**src/verilog/pixel_rop_consts.vh**
```
// constants of the per-plane pixel write datapath
`ifndef PIXEL_ROP_CONSTS_VH
`define PIXEL_ROP_CONSTS_VH

// register offsets, one 32-bit word each
`define RA_CTRL        8'h00
`define RA_COLOR       8'h04
`define RA_SEARCH      8'h08
`define RA_ACTIVITY    8'h0C
`define RA_AA_MIN      8'h10
`define RA_AA_MAX      8'h14
`define RA_SLOPE       8'h18
`define RA_POS         8'h1C
`define RA_STATUS      8'h20

// control register fields
`define CF_ROP_LSB     0
`define CF_MATCH       3
`define CF_SRC_INV     4
`define CF_SINGLE      5
`define CF_AA          6
`define CF_PEL         7
`define CF_CLS_LSB     8
`define CF_FP_LSB      12

// reset values
`define RV_CTRL        14'h0005
`define RV_NIBBLES     4'h0
`define RV_ACTIVITY    4'hF
`define RV_DIST        16'h0000
`define RV_SLOPE       12'h000
`define RV_POS         16'h0000
`define RV_CAND1       12'h001

// instruction classes
`define CLS_POINT      3'h0
`define CLS_LINE       3'h1
`define CLS_ARC        3'h2
`define CLS_CIRCLE     3'h3
`define CLS_FILL       3'h4
`define CLS_COPY       3'h5
`define CLS_STRING     3'h6

// anti-alias modes shown in status
`define AA_NONE        2'h0
`define AA_COMPARE     2'h1
`define AA_INVERSE     2'h2

// perpendicular position: integer pixel plus sixteenths
`define FRAC_W         4
`define POS_W          16
`define PIX_STEP       5'h10

`endif

```
**src/verilog/pixel_raster_op_antialias.v**
```verilog
// per-plane pixel write datapath: raster ops, match, source options, anti-alias
//
// Chosen here: strobed register access and the register offsets.
`include "pixel_rop_consts.vh"

// Overview of operation
// - maskless op 000 sets plotted pixel, clears other fifteen bits
// - maskless op 010 keeps plotted pixel, clears other fifteen bits
// - maskless op 001 writes one into plotted pixel, color ignored
// - maskless op 011 inverts destination pixel, color ignored
// - maskless op 100 writes zero per plane, color ignored
// - maskless op 101 writes plane color bit into plotted pixel
// - maskless op 110 ORs color bit into destination
// - maskless op 111 XORs color bit into destination
// - pattern element enabled: drawing uses its image as source operand
// - match enable writes only pixels whose full color equals search color; fills ignore it
// - for drawing, match enable counts only with pattern element enabled
// - source invert complements block copy source before the op
// - source invert in strings complements pattern words, not attribute
// - source invert in drawing complements pattern element
// - single plane source in copy replicates selected plane to all
// - single plane source in strings fetches and replicates selected plane
// - single plane source in drawing replicates selected pattern plane
// - anti-alias only suppresses plane write enables, values unchanged
// - each major step yields ideal perpendicular position in sixteenths
// - one or two nearest candidates, never beyond fifteen sixteenths
// - comparator writes plane when min <= distance <= max and active
// - inverse mode: all min MSBs one, all max MSBs zero
module pixel_raster_op_antialias
(
    input  wire        i_mclk,
    input  wire        i_arst_n,
    input  wire        i_ce,
    input  wire [7:0]  i_addr,
    input  wire [31:0] i_wdata,
    input  wire        i_wr,
    input  wire        i_rd,
    output reg  [31:0] o_rdata,
    input  wire        i_step,
    input  wire [2:0]  i_octant,
    input  wire        i_px_valid,
    input  wire        i_px_cand,
    input  wire        i_px_attr,
    input  wire [15:0] i_mask,
    input  wire [63:0] i_dst,
    input  wire [63:0] i_src,
    output reg         o_wr_valid,
    output reg  [63:0] o_wr_data,
    output reg  [3:0]  o_wr_en,
    output reg         o_major_y,
    output reg  [11:0] o_cand0,
    output reg  [11:0] o_cand1,
    output reg         o_cand_two,
    output reg  [3:0]  o_dist0,
    output reg  [3:0]  o_dist1
);

    reg  [13:0] ctrl_r;
    reg  [3:0]  color_r;
    reg  [3:0]  search_r;
    reg  [3:0]  activity_r;
    reg  [15:0] aa_min_r;
    reg  [15:0] aa_max_r;
    reg  [11:0] slope_r;
    reg  [15:0] pos_r;
    reg  [3:0]  last_en_r;

    wire [2:0]  rop       = ctrl_r[`CF_ROP_LSB +: 3];
    wire        match_en  = ctrl_r[`CF_MATCH];
    wire        src_inv   = ctrl_r[`CF_SRC_INV];
    wire        single    = ctrl_r[`CF_SINGLE];
    wire        aa_en     = ctrl_r[`CF_AA];
    wire        pel_en    = ctrl_r[`CF_PEL];
    wire [2:0]  cls       = ctrl_r[`CF_CLS_LSB +: 3];
    wire [1:0]  fp        = ctrl_r[`CF_FP_LSB +: 2];

    // one formula covers both op tables: with the interpolation mask as
    // source, the maskless behaviour falls out without a second table
    function [15:0] rop_word;
        input [2:0]  code;
        input        c;
        input [15:0] s;
        input [15:0] d;
        begin
            case (code)
                3'h0:    rop_word = s;
                3'h1:    rop_word = s | d;
                3'h2:    rop_word = s & d;
                3'h3:    rop_word = s ^ d;
                3'h4:    rop_word = ~s & d;
                3'h5:    rop_word = c ? (s | d) : (~s & d);
                3'h6:    rop_word = c ? (s | d) : d;
                default: rop_word = c ? (s ^ d) : d;
            endcase
        end
    endfunction

    // pixel positions where every plane, listening or not, equals search
    function [15:0] match_mask;
        input [63:0] d;
        input [3:0]  sc;
        integer      b;
        integer      q;
        begin
            match_mask = 16'hFFFF;
            for (b = 0; b < 16; b = b + 1)
            begin
                for (q = 0; q < 4; q = q + 1)
                begin
                    if (d[q*16 + b] != sc[q])
                    begin
                        match_mask[b] = 1'b0;
                    end
                end
            end
        end
    endfunction

    // anti-alias mode decode from distance programming
    reg         all_lt;
    reg         all_inv;
    reg  [1:0]  aa_mode;
    integer     m;

    always @*
    begin
        all_lt  = 1'b1;
        all_inv = 1'b1;
        for (m = 0; m < 4; m = m + 1)
        begin
            if (aa_min_r[m*4 +: 4] >= aa_max_r[m*4 +: 4])
            begin
                all_lt = 1'b0;
            end
            if (!aa_min_r[m*4 + 3] || aa_max_r[m*4 + 3])
            begin
                all_inv = 1'b0;
            end
        end
        // inverse programming has every min above every max, so the two
        // tests can never both hold
        if (all_inv)
        begin
            aa_mode = `AA_INVERSE;
        end
        else if (all_lt)
        begin
            aa_mode = `AA_COMPARE;
        end
        else
        begin
            // neither pattern programmed: anti-alias leaves every enable alone
            aa_mode = `AA_NONE;
        end
    end

    // instruction class decode
    wire is_draw  = (cls <= `CLS_CIRCLE);
    wire is_curve = (cls == `CLS_LINE) || (cls == `CLS_ARC) || (cls == `CLS_CIRCLE);
    wire use_pel  = is_draw && pel_en;
    wire use_mask = (is_draw && !pel_en) || (cls == `CLS_FILL);
    wire is_str   = (cls == `CLS_STRING);
    // fills carry no match bit; copy and string obey it always
    wire match_on = match_en && (is_draw ? pel_en :
                    ((cls == `CLS_COPY) || is_str));
    wire aa_on    = aa_en && is_curve;
    // attribute words are read only, so they never get an enable
    wire attr_px  = is_str && i_px_attr;

    // ideal position and its candidates
    wire [`FRAC_W-1:0] frac    = pos_r[`FRAC_W-1:0];
    wire [11:0]        pos_int = pos_r[`POS_W-1:`FRAC_W];
    // 16 - frac needs the fifth bit before it is cut back to four
    wire [4:0]         far_d   = `PIX_STEP - {1'b0, frac};
    // distance of whichever candidate the request names
    wire [3:0]         px_dist = i_px_cand ? o_dist1 : o_dist0;

    reg  [63:0] res_nxt;
    reg  [3:0]  en_nxt;
    reg  [15:0] s_word;
    reg  [15:0] d_word;
    reg  [15:0] r_word;
    reg  [15:0] mm;
    reg  [3:0]  inv_d;
    reg         aa_ok;
    integer     p;

    always @*
    begin
        res_nxt = 64'h0000_0000_0000_0000;
        en_nxt  = 4'h0;
        s_word  = 16'h0000;
        d_word  = 16'h0000;
        r_word  = 16'h0000;
        aa_ok   = 1'b1;
        mm      = match_mask(i_dst, search_r);
        inv_d   = ~px_dist;
        for (p = 0; p < 4; p = p + 1)
        begin
            d_word = i_dst[p*16 +: 16];
            if (use_mask)
            begin
                s_word = i_mask;
            end
            else
            begin
                if (single)
                begin
                    s_word = i_src[fp*16 +: 16];
                end
                else
                begin
                    s_word = i_src[p*16 +: 16];
                end
                if (src_inv && !attr_px)
                begin
                    s_word = ~s_word;
                end
            end
            r_word = rop_word(rop, color_r[p], s_word, d_word);
            if (match_on)
            begin
                r_word = (r_word & mm) | (d_word & ~mm);
            end
            res_nxt[p*16 +: 16] = r_word;
            aa_ok = 1'b1;
            if (aa_on)
            begin
                // values stay as computed; only the enable is gated
                if (aa_mode == `AA_COMPARE)
                begin
                    aa_ok = (px_dist >= aa_min_r[p*4 +: 4]) &&
                            (px_dist <= aa_max_r[p*4 +: 4]);
                end
                else if (aa_mode == `AA_INVERSE)
                begin
                    aa_ok = inv_d[3 - p];
                end
            end
            en_nxt[p] = activity_r[p] && aa_ok && !attr_px;
        end
    end

    // register writes
    always @(posedge i_mclk or negedge i_arst_n)
    begin
        if (!i_arst_n)
        begin
            ctrl_r     <= `RV_CTRL;
            color_r    <= `RV_NIBBLES;
            search_r   <= `RV_NIBBLES;
            activity_r <= `RV_ACTIVITY;
            aa_min_r   <= `RV_DIST;
            aa_max_r   <= `RV_DIST;
            slope_r    <= `RV_SLOPE;
        end
        else if (i_ce && i_wr)
        begin
            // status is read-only: a write to it takes the default arm
            case (i_addr)
                `RA_CTRL:     ctrl_r     <= i_wdata[13:0];
                `RA_COLOR:    color_r    <= i_wdata[3:0];
                `RA_SEARCH:   search_r   <= i_wdata[3:0];
                `RA_ACTIVITY: activity_r <= i_wdata[3:0];
                `RA_AA_MIN:   aa_min_r   <= i_wdata[15:0];
                `RA_AA_MAX:   aa_max_r   <= i_wdata[15:0];
                `RA_SLOPE:    slope_r    <= i_wdata[11:0];
                default:      ctrl_r     <= ctrl_r;
            endcase
        end
    end

    // ideal position walker; a position write beats a step in the same cycle
    always @(posedge i_mclk or negedge i_arst_n)
    begin
        if (!i_arst_n)
        begin
            pos_r      <= `RV_POS;
            o_major_y  <= 1'b0;
            o_cand0    <= 12'h000;
            // cand1 always sits one above cand0, reset included
            o_cand1    <= `RV_CAND1;
            o_cand_two <= 1'b0;
            o_dist0    <= 4'h0;
            o_dist1    <= 4'h0;
        end
        else if (i_ce)
        begin
            if (i_wr && (i_addr == `RA_POS))
            begin
                pos_r <= i_wdata[15:0];
            end
            else if (i_step)
            begin
                // slope is signed sixteenths, sign extended to the 12.4 width
                pos_r     <= pos_r + {{4{slope_r[11]}}, slope_r};
            end
            // the axis follows every step, even one whose position write wins
            if (i_step)
            begin
                o_major_y <= i_octant[0] ^ i_octant[1];
            end
            // cand0 sits frac away, cand1 sits 16 - frac away,
            // so no candidate is ever more than 15/16 off
            o_cand0    <= pos_int;
            o_cand1    <= pos_int + 12'h001;
            o_cand_two <= (frac != 4'h0);
            o_dist0    <= frac;
            o_dist1    <= (frac != 4'h0) ? far_d[3:0] : 4'h0;
        end
    end

    // pixel result stage
    always @(posedge i_mclk or negedge i_arst_n)
    begin
        if (!i_arst_n)
        begin
            o_wr_valid <= 1'b0;
            o_wr_data  <= 64'h0000_0000_0000_0000;
            o_wr_en    <= 4'h0;
            last_en_r  <= 4'h0;
        end
        else if (i_ce)
        begin
            o_wr_valid <= i_px_valid;
            if (i_px_valid)
            begin
                o_wr_data <= res_nxt;
                o_wr_en   <= en_nxt;
                // kept for status, so software can see what anti-alias dropped
                last_en_r <= en_nxt;
            end
            else
            begin
                // enables last one cycle; data holds for the memory side
                o_wr_en <= 4'h0;
            end
        end
    end

    // read data, one cycle after the strobe and only then
    always @(posedge i_mclk or negedge i_arst_n)
    begin
        if (!i_arst_n)
        begin
            o_rdata <= 32'h0000_0000;
        end
        else if (i_ce)
        begin
            if (i_rd)
            begin
                case (i_addr)
                    `RA_CTRL:     o_rdata <= {18'h0_0000, ctrl_r};
                    `RA_COLOR:    o_rdata <= {28'h000_0000, color_r};
                    `RA_SEARCH:   o_rdata <= {28'h000_0000, search_r};
                    `RA_ACTIVITY: o_rdata <= {28'h000_0000, activity_r};
                    `RA_AA_MIN:   o_rdata <= {16'h0000, aa_min_r};
                    `RA_AA_MAX:   o_rdata <= {16'h0000, aa_max_r};
                    `RA_SLOPE:    o_rdata <= {20'h0_0000, slope_r};
                    `RA_POS:      o_rdata <= {16'h0000, pos_r};
                    `RA_STATUS:   o_rdata <= {23'h00_0000, o_cand_two,
                                              last_en_r, 2'h0, aa_mode};
                    default:      o_rdata <= 32'h0000_0000;
                endcase
            end
            else
            begin
                o_rdata <= 32'h0000_0000;
            end
        end
    end

endmodule

```
**config.mk**
```make
export PLATFORM = sky130hd
export DESIGN_NAME = pixel_raster_op_antialias
export DESIGN_NICKNAME = d
export VERILOG_FILES = /design/src/verilog/pixel_raster_op_antialias.v
export VERILOG_INCLUDE_DIRS = /design/src /design/src/verilog
export SDC_FILE = /design/constraint.sdc
export NUM_CORES = 1
export LEC_CHECK = 0
export ABC_AREA = 1
export BUFFER_PORTS_ARGS = -buffer_cell sky130_fd_sc_hd__buf_2
export CELL_PAD_IN_SITES_DETAIL_PLACEMENT = 0
export CELL_PAD_IN_SITES_GLOBAL_PLACEMENT = 1
export CORE_ASPECT_RATIO = 0.9
export CORE_MARGIN = 2
export CORE_UTILIZATION = 45
export CTS_CLUSTER_DIAMETER = 80
export CTS_CLUSTER_SIZE = 40
export DETAILED_ROUTE_END_ITERATION = 8
export PLACE_DENSITY = 0.9
export SLEW_MARGIN = 10
export SYNTH_ARGS = -nofsm -noshare
export SYNTH_HDL_FRONTEND = slang
export SYNTH_SLANG_ARGS = --single-unit
export TNS_END_PERCENT = 30
```
**constraint.sdc**
```tcl
create_clock -name i_mclk -period 5.4 [get_ports i_mclk]
set_input_delay 0.81 -clock i_mclk [delete_from_list [all_inputs] [get_ports i_mclk]]
set_output_delay 0.81 -clock i_mclk [all_outputs]
set_load 0.005 [all_outputs]
```
---- After elaboration in Yosys (flattened, before gate mapping) ----
Index checks and enable logic that the tools add are counted.
cells by class
  add/sub/neg operators ................... 3
  shifts and indexed selects .............. 1
  bitwise gates (word level) .............. 39
  multiplexer cells ....................... 130
  order comparisons ....................... 13
  equality and inequality tests ........... 86
  reductions and logical operators ........ 47
operator list
  kind                                            number
  2-to-1 mux 16 bit                               34
  case mux 16 bit (7 select lines)                4
  AND 16 bit                                      16
  inverter 16 bit                                 9
  case mux 16 bit (9 select lines)                1
  OR 16 bit                                       8
  2-to-1 mux 1 bit                                86
  inequality test 1 bit                           64
  variable part select 64 x 7 -> 16 bit           1
  bitwise XOR 16 bit                              4
  == test 8 x 5 -> 1 bit (second input constant)  4
  greater-or-equal comparator 4 bit               8
  2-to-1 mux 32 bit                               1
  AND reduction 2 bit                             10
  logical AND 1 bit                               19
  == test 3 bit (second input constant)           6
  adder 16 bit                                    1
  == test 8 x 4 -> 1 bit (second input constant)  2
  <= comparator 4 bit                             4
  adder 12 x 1 -> 12 bit (second input constant)  1
  == test 3 x 2 -> 1 bit (second input constant)  4
  2-to-1 mux 4 bit                                3
  == test 8 x 3 -> 1 bit (second input constant)  1
  == test 8 x 6 -> 1 bit (second input constant)  1
  other kinds (14)                                27
storage, ports and cells
  register bits after elaboration ......... 225
  word-level logic and storage cells ...... 338
  output and inout port bits .............. 135
  bits of input ports ..................... 196

---- Depth between registers and ports, before layout ----
Gate-level depths: netlist of run 1.
  depth in word-level cells ............... 14
  gate-level depth with buffers ........... 21
  mapped depth without buffers ............ 19

---- Worst setup path after synthesis of run 1 ----
Ideal clock, no wire load.
  kind .................................... input-to-reg
  start point ............................. input port i_px_attr
  end point ............................... register o_wr_data[34]
  required time ........................... 5.282 ns
  stages on the path ...................... 15
  slack ................................... 2.771 ns
  setup time .............................. 0.118 ns
  buffers on the path ..................... 2
  arrival ................................. 2.511 ns
  cells stage by stage .................... nand4_1 > nand2_1 > buf_2 > buf_2 > nand3_1 > nand3_1 > nand2_1 > inv_1 > ha_1 > a211oi_1 > o21ai_0 > a21oi_1 > nand3_1 > nand3_1 > nand2_1
between the ends
  word-level cells in the longest chain between the ends .. 12
  elaborated cells between the ends (all ways) .. 17
  classes of those cells .................. mux: 7; bitwise: 7; reduce/logical: 3
ends and longest elaborated chain
  what                                line                                                            source
  start: declaration                  pixel_raster_op_antialias.v:43                                  input wire i_px_attr,
  logical AND 1 bit *                 pixel_raster_op_antialias.v:168                                 wire attr_px = is_str && i_px_attr;
  logical NOT 1 bit *                 pixel_raster_op_antialias.v:215                                 if (src_inv && !attr_px)
  logical AND 1 bit *                 pixel_raster_op_antialias.v:215
  2-to-1 mux 16 bit *                 pixel_raster_op_antialias.v:215
  2-to-1 mux 16 bit *                 pixel_raster_op_antialias.v:201                                 if (use_mask)
  inverter 16 bit                     pixel_raster_op_antialias.v:90, pixel_raster_op_antialias.v:91
  AND 16 bit                          pixel_raster_op_antialias.v:90, pixel_raster_op_antialias.v:91
  2-to-1 mux 16 bit                   pixel_raster_op_antialias.v:91                                  3'h5: rop_word = c ? (s | d) : (~s & d);
  case mux 16 bit (7 select lines) *  pixel_raster_op_antialias.v:85                                  case (code)
  AND 16 bit                          pixel_raster_op_antialias.v:223                                 r_word = (r_word & mm) | (d_word & ~mm);
  OR 16 bit                           pixel_raster_op_antialias.v:223
  2-to-1 mux 16 bit *                 pixel_raster_op_antialias.v:221                                 if (match_on)
  end signal: assignment              pixel_raster_op_antialias.v:328                                 o_wr_data <= res_nxt;
  end: declaration                    pixel_raster_op_antialias.v:48                                  output reg [63:0] o_wr_data,
Every way passes the cells marked *; elsewhere a longest branch is shown, timed or not.
A chain may end at the register's enable or synchronous reset.

---- Worst setup path in the final report of run 1 ----
  start point ............................. register ctrl_r[5]
  end point ............................... register o_wr_data[6]
between the ends
  word-level cells in the longest chain between the ends .. 12
  elaborated cells between the ends (all ways) .. 17
  classes of those cells .................. mux: 9; bitwise: 8
ends and longest elaborated chain
  what                                line                                                            source
  start: declaration                  pixel_raster_op_antialias.v:58                                  reg [13:0] ctrl_r;
  start signal: assignment            pixel_raster_op_antialias.v:249                                 ctrl_r <= `RV_CTRL;
  start signal: assignment            pixel_raster_op_antialias.v:261                                 `RA_CTRL: ctrl_r <= i_wdata[13:0];
  start signal: assignment            pixel_raster_op_antialias.v:268                                 default: ctrl_r <= ctrl_r;
  2-to-1 mux 16 bit *                 pixel_raster_op_antialias.v:207                                 if (single)
  2-to-1 mux 16 bit *                 pixel_raster_op_antialias.v:201
  inverter 16 bit                     pixel_raster_op_antialias.v:217                                 s_word = ~s_word;
  2-to-1 mux 16 bit *                 pixel_raster_op_antialias.v:215
  2-to-1 mux 16 bit *                 pixel_raster_op_antialias.v:201
  inverter 16 bit                     pixel_raster_op_antialias.v:90, pixel_raster_op_antialias.v:91
  AND 16 bit                          pixel_raster_op_antialias.v:90, pixel_raster_op_antialias.v:91
  2-to-1 mux 16 bit                   pixel_raster_op_antialias.v:91
  case mux 16 bit (7 select lines) *  pixel_raster_op_antialias.v:85
  AND 16 bit                          pixel_raster_op_antialias.v:223
  OR 16 bit                           pixel_raster_op_antialias.v:223
  2-to-1 mux 16 bit *                 pixel_raster_op_antialias.v:221
Every way passes the cells marked *; elsewhere a longest branch is shown, timed or not. The select of a mux whose other input is x is not followed.

==> results of run 1 <==
state kept, by name (all words and copies together) (netlist names), 14 cells and up:
signal and count:
ctrl_r 14, o_rdata 16, pos_r 16, aa_max_r 16, o_wr_data 64, aa_min_r 16
synthesized netlist by cell type, types with 5 or more instances:
library cell,number
ha_1,257
nand4_1,31
o21bai_1,15
inv_2,12
nand2_1,1119
buf_2,35
o21ai_0,274
nor4_1,7
xor2_1,46
dfstp_2,7
buf_4,28
nand3_1,385
a221oi_1,22
nor2_1,230
o21a_1,11
a211oi_1,18
xnor2_1,5
a22o_1,6
o22ai_1,16
o211ai_1,18
nor2_4,6
buf_1,17
o2111ai_1,19
clkbuf_1,99
nor3_1,29
dfrtp_1,202
a21oi_1,213
inv_1,370
layout make-up:
class / instances / area [um2]
flip-flops and latches: 209 / 5240
well taps: 671 / 840
clock inverters: 15 / 209
clock buffers: 19 / 475
inverters: 386 / 1450
fillers: 5143 / 24200
repair buffers: 334 / 1790
diodes: 11 / 27.5
multi-input cells: 2796 / 15100
per-stage QoR:
step	total power, uW	util	worst slack [ns]	hold slack [ns]	area, um2
after floorplan	2910	-	2.77	0.449	22600
after global placement	3560	0.495	1.63	0.452	24400
after detailed placement	3580	0.495	1.62	0.459	24400
after CTS	5140	0.509	1.73	0.353	25100
after global routing	5460	0.509	1.26	0.400	25100
final	5140	0.509	1.64	0.317	25100
critical path, delay by kind of cell, from the launching register on:
| family | cells | cell delay [ns] |
|---|---|---|
| flip-flops | 1 | 0.67 |
| AND/OR/NAND/NOR | 9 | 1.29 |
| AO/OA/AOI/OAI | 3 | 0.37 |
| adder cells (fa/ha/maj) | 1 | 0.30 |
| buffers and inverters | 2 | 0.97 |
power groups by stage:
stage | logic (uW) | clock network [uW] | registers [uW]
2_1_floorplan | 994 | 0 | 1920
3_3_place_gp | 1600 | 0 | 1960
3_5_place_dp | 1620 | 0 | 1960
4_1_cts | 1640 | 1570 | 1930
5_1_grt | 1860 | 1630 | 1960
6_report | 1650 | 1560 | 1940
cell families after synthesis:
group / Yosys count
other: 1
xor gates and xnor gates: 51
DFF: 209
and+or+nand+nor: 1826
adders and majority gates: 258
buffers and inverters: 566
AOI/OAI and AO/OA: 645
routing by layer:
layer	track usage	up-vias	part of all wire	wire length [um]
li1	-	12000	-	-
met1	0.431	11300	0.41	36300
met2	0.523	1010	0.44	38800
met3	0.0636	204	0.088	7810
met4	0.193	12	0.065	5750
met5	0	-	0.00078	69
how the worst max path moves through the flow:
stage	start	end	slack [ns]	cells past startpoint
final	ctrl_r[5]	o_wr_data[6]	1.64	15
after global routing	ctrl_r[5]	o_wr_data[6]	1.26	15
after CTS	ctrl_r[5]	o_wr_data[6]	1.73	15
after detailed placement	i_px_attr	o_wr_data[6]	1.62	17
after floorplan	i_px_attr	o_wr_data[34]	2.77	15
after global placement	i_px_attr	o_wr_data[6]	1.63	17
==> impl_metrics.csv, run 1 <==
group,metric,value,unit
timing,worst_clock_skew,0.0543,ns
clock_network,cts_tree,"built",
die,die_w,240,um
critical_path,path_cells,"inv_2 > nand2_1 > nand3_1 > nand3_1 > nand2_1 > inv_1 > ha_1 > nand2_1 > o21ai_0 > a21oi_1 > nand2_1 > a21oi_1 > nand3_1 > nand2_1 > nand2_1",
die,initial_utilization,0.457,
finish,final_common_cell,"nand2_1",
critical_path,timing.rr.start,"ctrl_r[5]",
die,top_level_ports,331,
min_path,hold_path_class,"primary input to async pin",
yosys,synth-simple-area-share,0.338,
power_and_ir_drop,leakage,0.0137,uW
yosys,synth_edf_count,0,
yosys,netlist.area_leader.share,0.224,
timing,rsz0062_at_grt,"false",
critical_path,worstSetupPathType,"flip-flop to flip-flop",
yosys,syn_avg_cell_area,6.34,um2
placed_design,gp_congestion,0.960,
detailed_routing,final_antenna_net_count,0,
clock_network,insertion_delay,0.58,ns
timing,fin_crit_sh,0.697,
yosys,muxShareOfSynthArea,0,
yosys,synth_top_family_by_area,"simple AND/OR/NAND/NOR gates",
yosys,synth_cells,3556,
critical_path,reg2regPathDepth,15,
power_and_ir_drop,swShare,0.401,
power_and_ir_drop,power.share.combinational,0.321,
yosys,synth_area_leaders,"dfrtp_1, nand2_1, ha_1",
die,die_area,51900,um2
critical_path,ff2ff_setup_slack,1.64,ns
critical_path,crit_path_top_delay_cell,"inv_2",
global_routing,overflow,0,
yosys,ys_seq_elements,209,
yosys,ys_types,54,
global_routing,grt_pass1_vias,22600,
outcome,status,"complete, no violations",
power_and_ir_drop,pwr-share-seq,0.377,
timing,timing_max_transition_violations_final,0,
global_routing,grt_max_degree,107,
clock_network,numCtsBuffers,19,
detailed_routing,via_per_inst,5.54,
finish,area_growth,11.5,%
power_and_ir_drop,p_switching,2060,uW
finish,finalNonFillerCells,4441,
job,drv_cap,0,
power_and_ir_drop,clock_power_share,0.302,
global_routing,grt_pass1_wl,133,mm
critical_path,cp_max_fo,65,
placed_design,dp.cells,4396,
power_and_ir_drop,peakVddDrop,216,uV
placed_design,port_buffers,297,
global_routing,grt_usage,0.334,
finish,final_cell_mix,"nand2_1, nand3_1, inv_1",
die,chipHeight,216,um
critical_path,arrival,4.22,ns
placed_design,hpwl,62.5,mm
clock_network,cts_hold_buf,0,
clock_network,htreeDepth,1,
critical_path,critical_path.max_stage_delay,0.88,ns
clock_network,cts_sinks,209,
detailed_routing,firstDrtPassIters,5,
yosys,synthAdderAreaFrac,0.144,
yosys,ys_seq_area_frac,0.233,
die,rows,77,
yosys,yosysWarnings,0,
detailed_routing,drc_errors,0,
timing,finalCriticalPeriod,3.76,ns
detailed_routing,drt-total-wl,88.7,mm
critical_path,end_kind,"flip-flop",
die,core-area,49300,um2
timing,finalHoldViolCount,0,
yosys,synth_top_area_cell,"dfrtp_1",
clock_network,root_buffer,"clkbuf_16",
yosys,ys.flop_type,"dfrtp_1",
clock_network,post_cts_resized,0,
yosys,async_flop_share,1.00,
critical_path,r2r_end,"o_wr_data[6]",
finish,drive_gt1_frac,0.111,
clock_network,path_clk_slew,0.12,ns
critical_path,cp.required,5.86,ns
critical_path,cp-start-kind,"flip-flop",
timing,worstMarginPinSlew,1.19,ns
clock_network,cts_buffer_depth,3,
timing,finalSetupTns,0,ns
clock_network,post-cts-setup-buffer-count,0,
detailed_routing,route.vias.total,24600,
global_routing,antenna_found_initial,15,
timing,max_freq,0.266,GHz
yosys,netlist_area,22500,um2
timing,setup_viol,0,
yosys,synth_compound_area_frac,0.165,
critical_path,cpMostUsedCell,"nand2_1",
timing,relSlewSlack,0.203,
detailed_routing,avgRoutedWirePerCell,20.0,um
yosys,synth_xor_area_frac,0.0198,
power_and_ir_drop,p_per_area,205,nW/um2
finish,nNetsFinal,4200,
detailed_routing,drt_iter0_drc,2413,
power_and_ir_drop,internal-power,3080,uW
No activity file was read; power rests on OpenSTA's default activity.
==> inputs of run 2 (changes only) <==
Settings changed: CORE_UTILIZATION 45 to 38, PLACE_DENSITY 0.9 to 0.81.
Clock period 5.4 ns to 3.2 ns, I/O delays scaled along.
==> run 2 against run 1 <==
  * Sequential power increased by 69%
  * Final cell count increased by 3.2%
  * Highest routed layer unchanged
  * Worst setup slack got worse by 1.5 ns
  * Hold slack got worse by 0.13 ns
  * Global-route usage decreased by 4.2 points
  * Clock-buffer cell count decreased by 1
  * First-iteration DRC count decreased by 9.5%
  * Largest power group unchanged
  * Non-clock buffer count increased by 49
  * Power increased by 69%
==> impl_metrics.csv, run 2 (synthesis gave the netlist of run 1 again) <==
group,metric,value,unit
outcome,status,"complete, no violations",
timing,timing_max_transition_violations_final,0,
finish,largest_register_ffs,64,
clock_network,path_clk_slew,0.09,ns
global_routing,grt_util_met3,0.0501,
global_routing,overflow,0,
clock_network,insertion_delay,0.58,ns
finish,regMostFlops,"o_wr_data",
critical_path,crit_path_top_delay_cell,"dfrtp_1",
global_routing,grt_usage,0.292,
critical_path,cp.required,3.62,ns
timing,worstMarginPinSlew,1.25,ns
power_and_ir_drop,peakVddDrop,374,uV
min_path,min_to,"o_major_y",
timing,rsz0062_at_grt,"true",
placed_design,gp_congestion,0.936,
power_and_ir_drop,swShare,0.388,
timing,worst_clock_skew,0.0623,ns
critical_path,timing.rr.start,"ctrl_r[8]",
critical_path,crit_family,"simple AND/OR/NAND/NOR gates",
finish,drive_gt1_frac,0.127,
clock_network,root_buffer,"clkbuf_16",
min_path,holdCritStartpoint,"i_octant[1]",
critical_path,cp_max_fo,41,
detailed_routing,route.vias.total,24500,
finish,utilization,0.442,
timing,setup_viol,0,
die,chipHeight,235,um
critical_path,critical_path.max_stage_delay,0.40,ns
timing,finalCriticalPeriod,3.05,ns
critical_path,cpMostUsedCell,"nand2_1",
die,core-area,58500,um2
detailed_routing,drc_errors,0,
power_and_ir_drop,p_per_area,335,nW/um2
power_and_ir_drop,p_switching,3360,uW
timing,max_freq,0.328,GHz
die,initial_utilization,0.385,
critical_path,worstSetupPathType,"flip-flop to flip-flop",
power_and_ir_drop,internal-power,5310,uW
critical_path,r2r_end,"o_wr_data[41]",
die,die_area,61300,um2
clock_network,htreeDepth,1,
critical_path,cp-start-kind,"flip-flop",
clock_network,cts_buffer_depth,3,
die,die_w,261,um
job,drv_cap,0,
power_and_ir_drop,leakage,0.0140,uW
critical_path,end_kind,"flip-flop",
detailed_routing,avgRoutedWirePerCell,19.9,um
finish,final_common_cell,"nand2_1",
global_routing,grt_pass1_vias,23200,
global_routing,met2_usage,0.475,
critical_path,ff2ff_setup_slack,0.15,ns
global_routing,grt_max_degree,83,
global_routing,antenna_found_initial,9,
placed_design,hpwl,67.5,mm
timing,relSlewSlack,0.163,
detailed_routing,via_per_inst,5.35,
detailed_routing,drt-total-wl,91.2,mm
critical_path,arrival,3.47,ns
timing,fin_crit_sh,0.953,
detailed_routing,drt_iter0_drc,2183,
power_and_ir_drop,clock_power_share,0.294,
clock_network,post-cts-setup-buffer-count,0,
timing,finalHoldViolCount,0,
detailed_routing,firstDrtPassIters,8,
global_routing,grt_util_met1,0.374,
clock_network,cts_tree,"built",
detailed_routing,final_antenna_net_count,0,
finish,finalNonFillerCells,4584,
die,top_level_ports,331,
finish,final_cell_mix,"nand2_1, nand3_1, inv_1",
global_routing,grt_pass1_wl,139,mm
finish,nNetsFinal,4248,
critical_path,worst-path-buf-inv,4,
critical_path,path_cells,"inv_1 > nand4_1 > nand2_4 > inv_2 > buf_12 > nand2_1 > nand3_1 > nand2_1 > inv_1 > ha_1 > a221oi_1 > nand3_1 > a21oi_1 > nand3_1 > nand2_1 > nand2_1",
clock_network,cts_sinks,209,
power_and_ir_drop,power.share.combinational,0.329,
min_path,hold_depth,3,
placed_design,port_buffers,297,
power_and_ir_drop,pwr-share-seq,0.377,
placed_design,dp.cells,4546,
critical_path,reg2regPathDepth,16,
die,rows,84,
global_routing,grt_busiest_layer,"met2",
clock_network,numCtsBuffers,18,
finish,area_growth,14.9,%
min_path,hold_path_class,"primary input to flip-flop",
run 2: how the worst max path moves through the flow:
stage                    endpoint  startpoint  slack [ns]  cells after the start
finish              o_wr_data[41]   ctrl_r[8]        0.15                     16
detailed placement  o_wr_data[25]  ctrl_r[12]        0.22                     18
floorplan           o_wr_data[53]  ctrl_r[12]        0.81                     17
global route        o_wr_data[60]  ctrl_r[12]       -0.04                     17
global placement    o_wr_data[25]  ctrl_r[12]        0.27                     18
CTS                 o_wr_data[24]  ctrl_r[12]        0.14                     18
run 2: layout make-up:
class	count	area [um2]
Clock inverter	13	220
Clock buffer	18	450
Antenna cell	5	12.5
Multi-Input combinational cell	2796	15100
Sequential cell	209	5240
Timing Repair Buffer	383	2400
Fill cell	6223	32700
Inverter	386	1450
Tap cell	774	968
run 2: per-stage QoR:
step	area (um2)	total power, uW	setup slack (ns)	hold WS [ns]	TNS (ns)
after floorplan	22600	4910	0.810	0.184	0
after global placement	25100	6090	0.270	0.452	0
after detailed placement	25100	6120	0.216	0.459	0
after CTS	25800	8690	0.137	0.168	0
after global routing	25900	9230	-0.0407	0.204	-0.115
final	25900	8670	0.150	0.186	0
run 2: repair_timing:
item	in CTS	in global routing
hold endpoints to repair	71	0
hold buffers	1	0
endpoints found under the setup margin	0	43
gates resized for setup	0	25
run 2: metal layers:
layer  part of all wire  up-vias
met3              0.082      185
met2               0.45      939
met1               0.41    11300
met5            0.00069        -
met4              0.054        8
li1                   -    12100
run 2: worst min-delay path: stages:
cell and delay, ns:
buf_2 0.08, xnor2_1 0.10, o21ai_0 0.06
run 2: power by group through the flow:
| stage | combinational, uW | clock, uW | sequential (uW) |
|---|---|---|---|
| global placement | 2790 | 0 | 3310 |
| CTS | 2840 | 2590 | 3260 |
| finish | 2850 | 2550 | 3270 |
| floorplan | 1680 | 0 | 3230 |
| global route | 3250 | 2680 | 3310 |
| detailed placement | 2820 | 0 | 3300 |
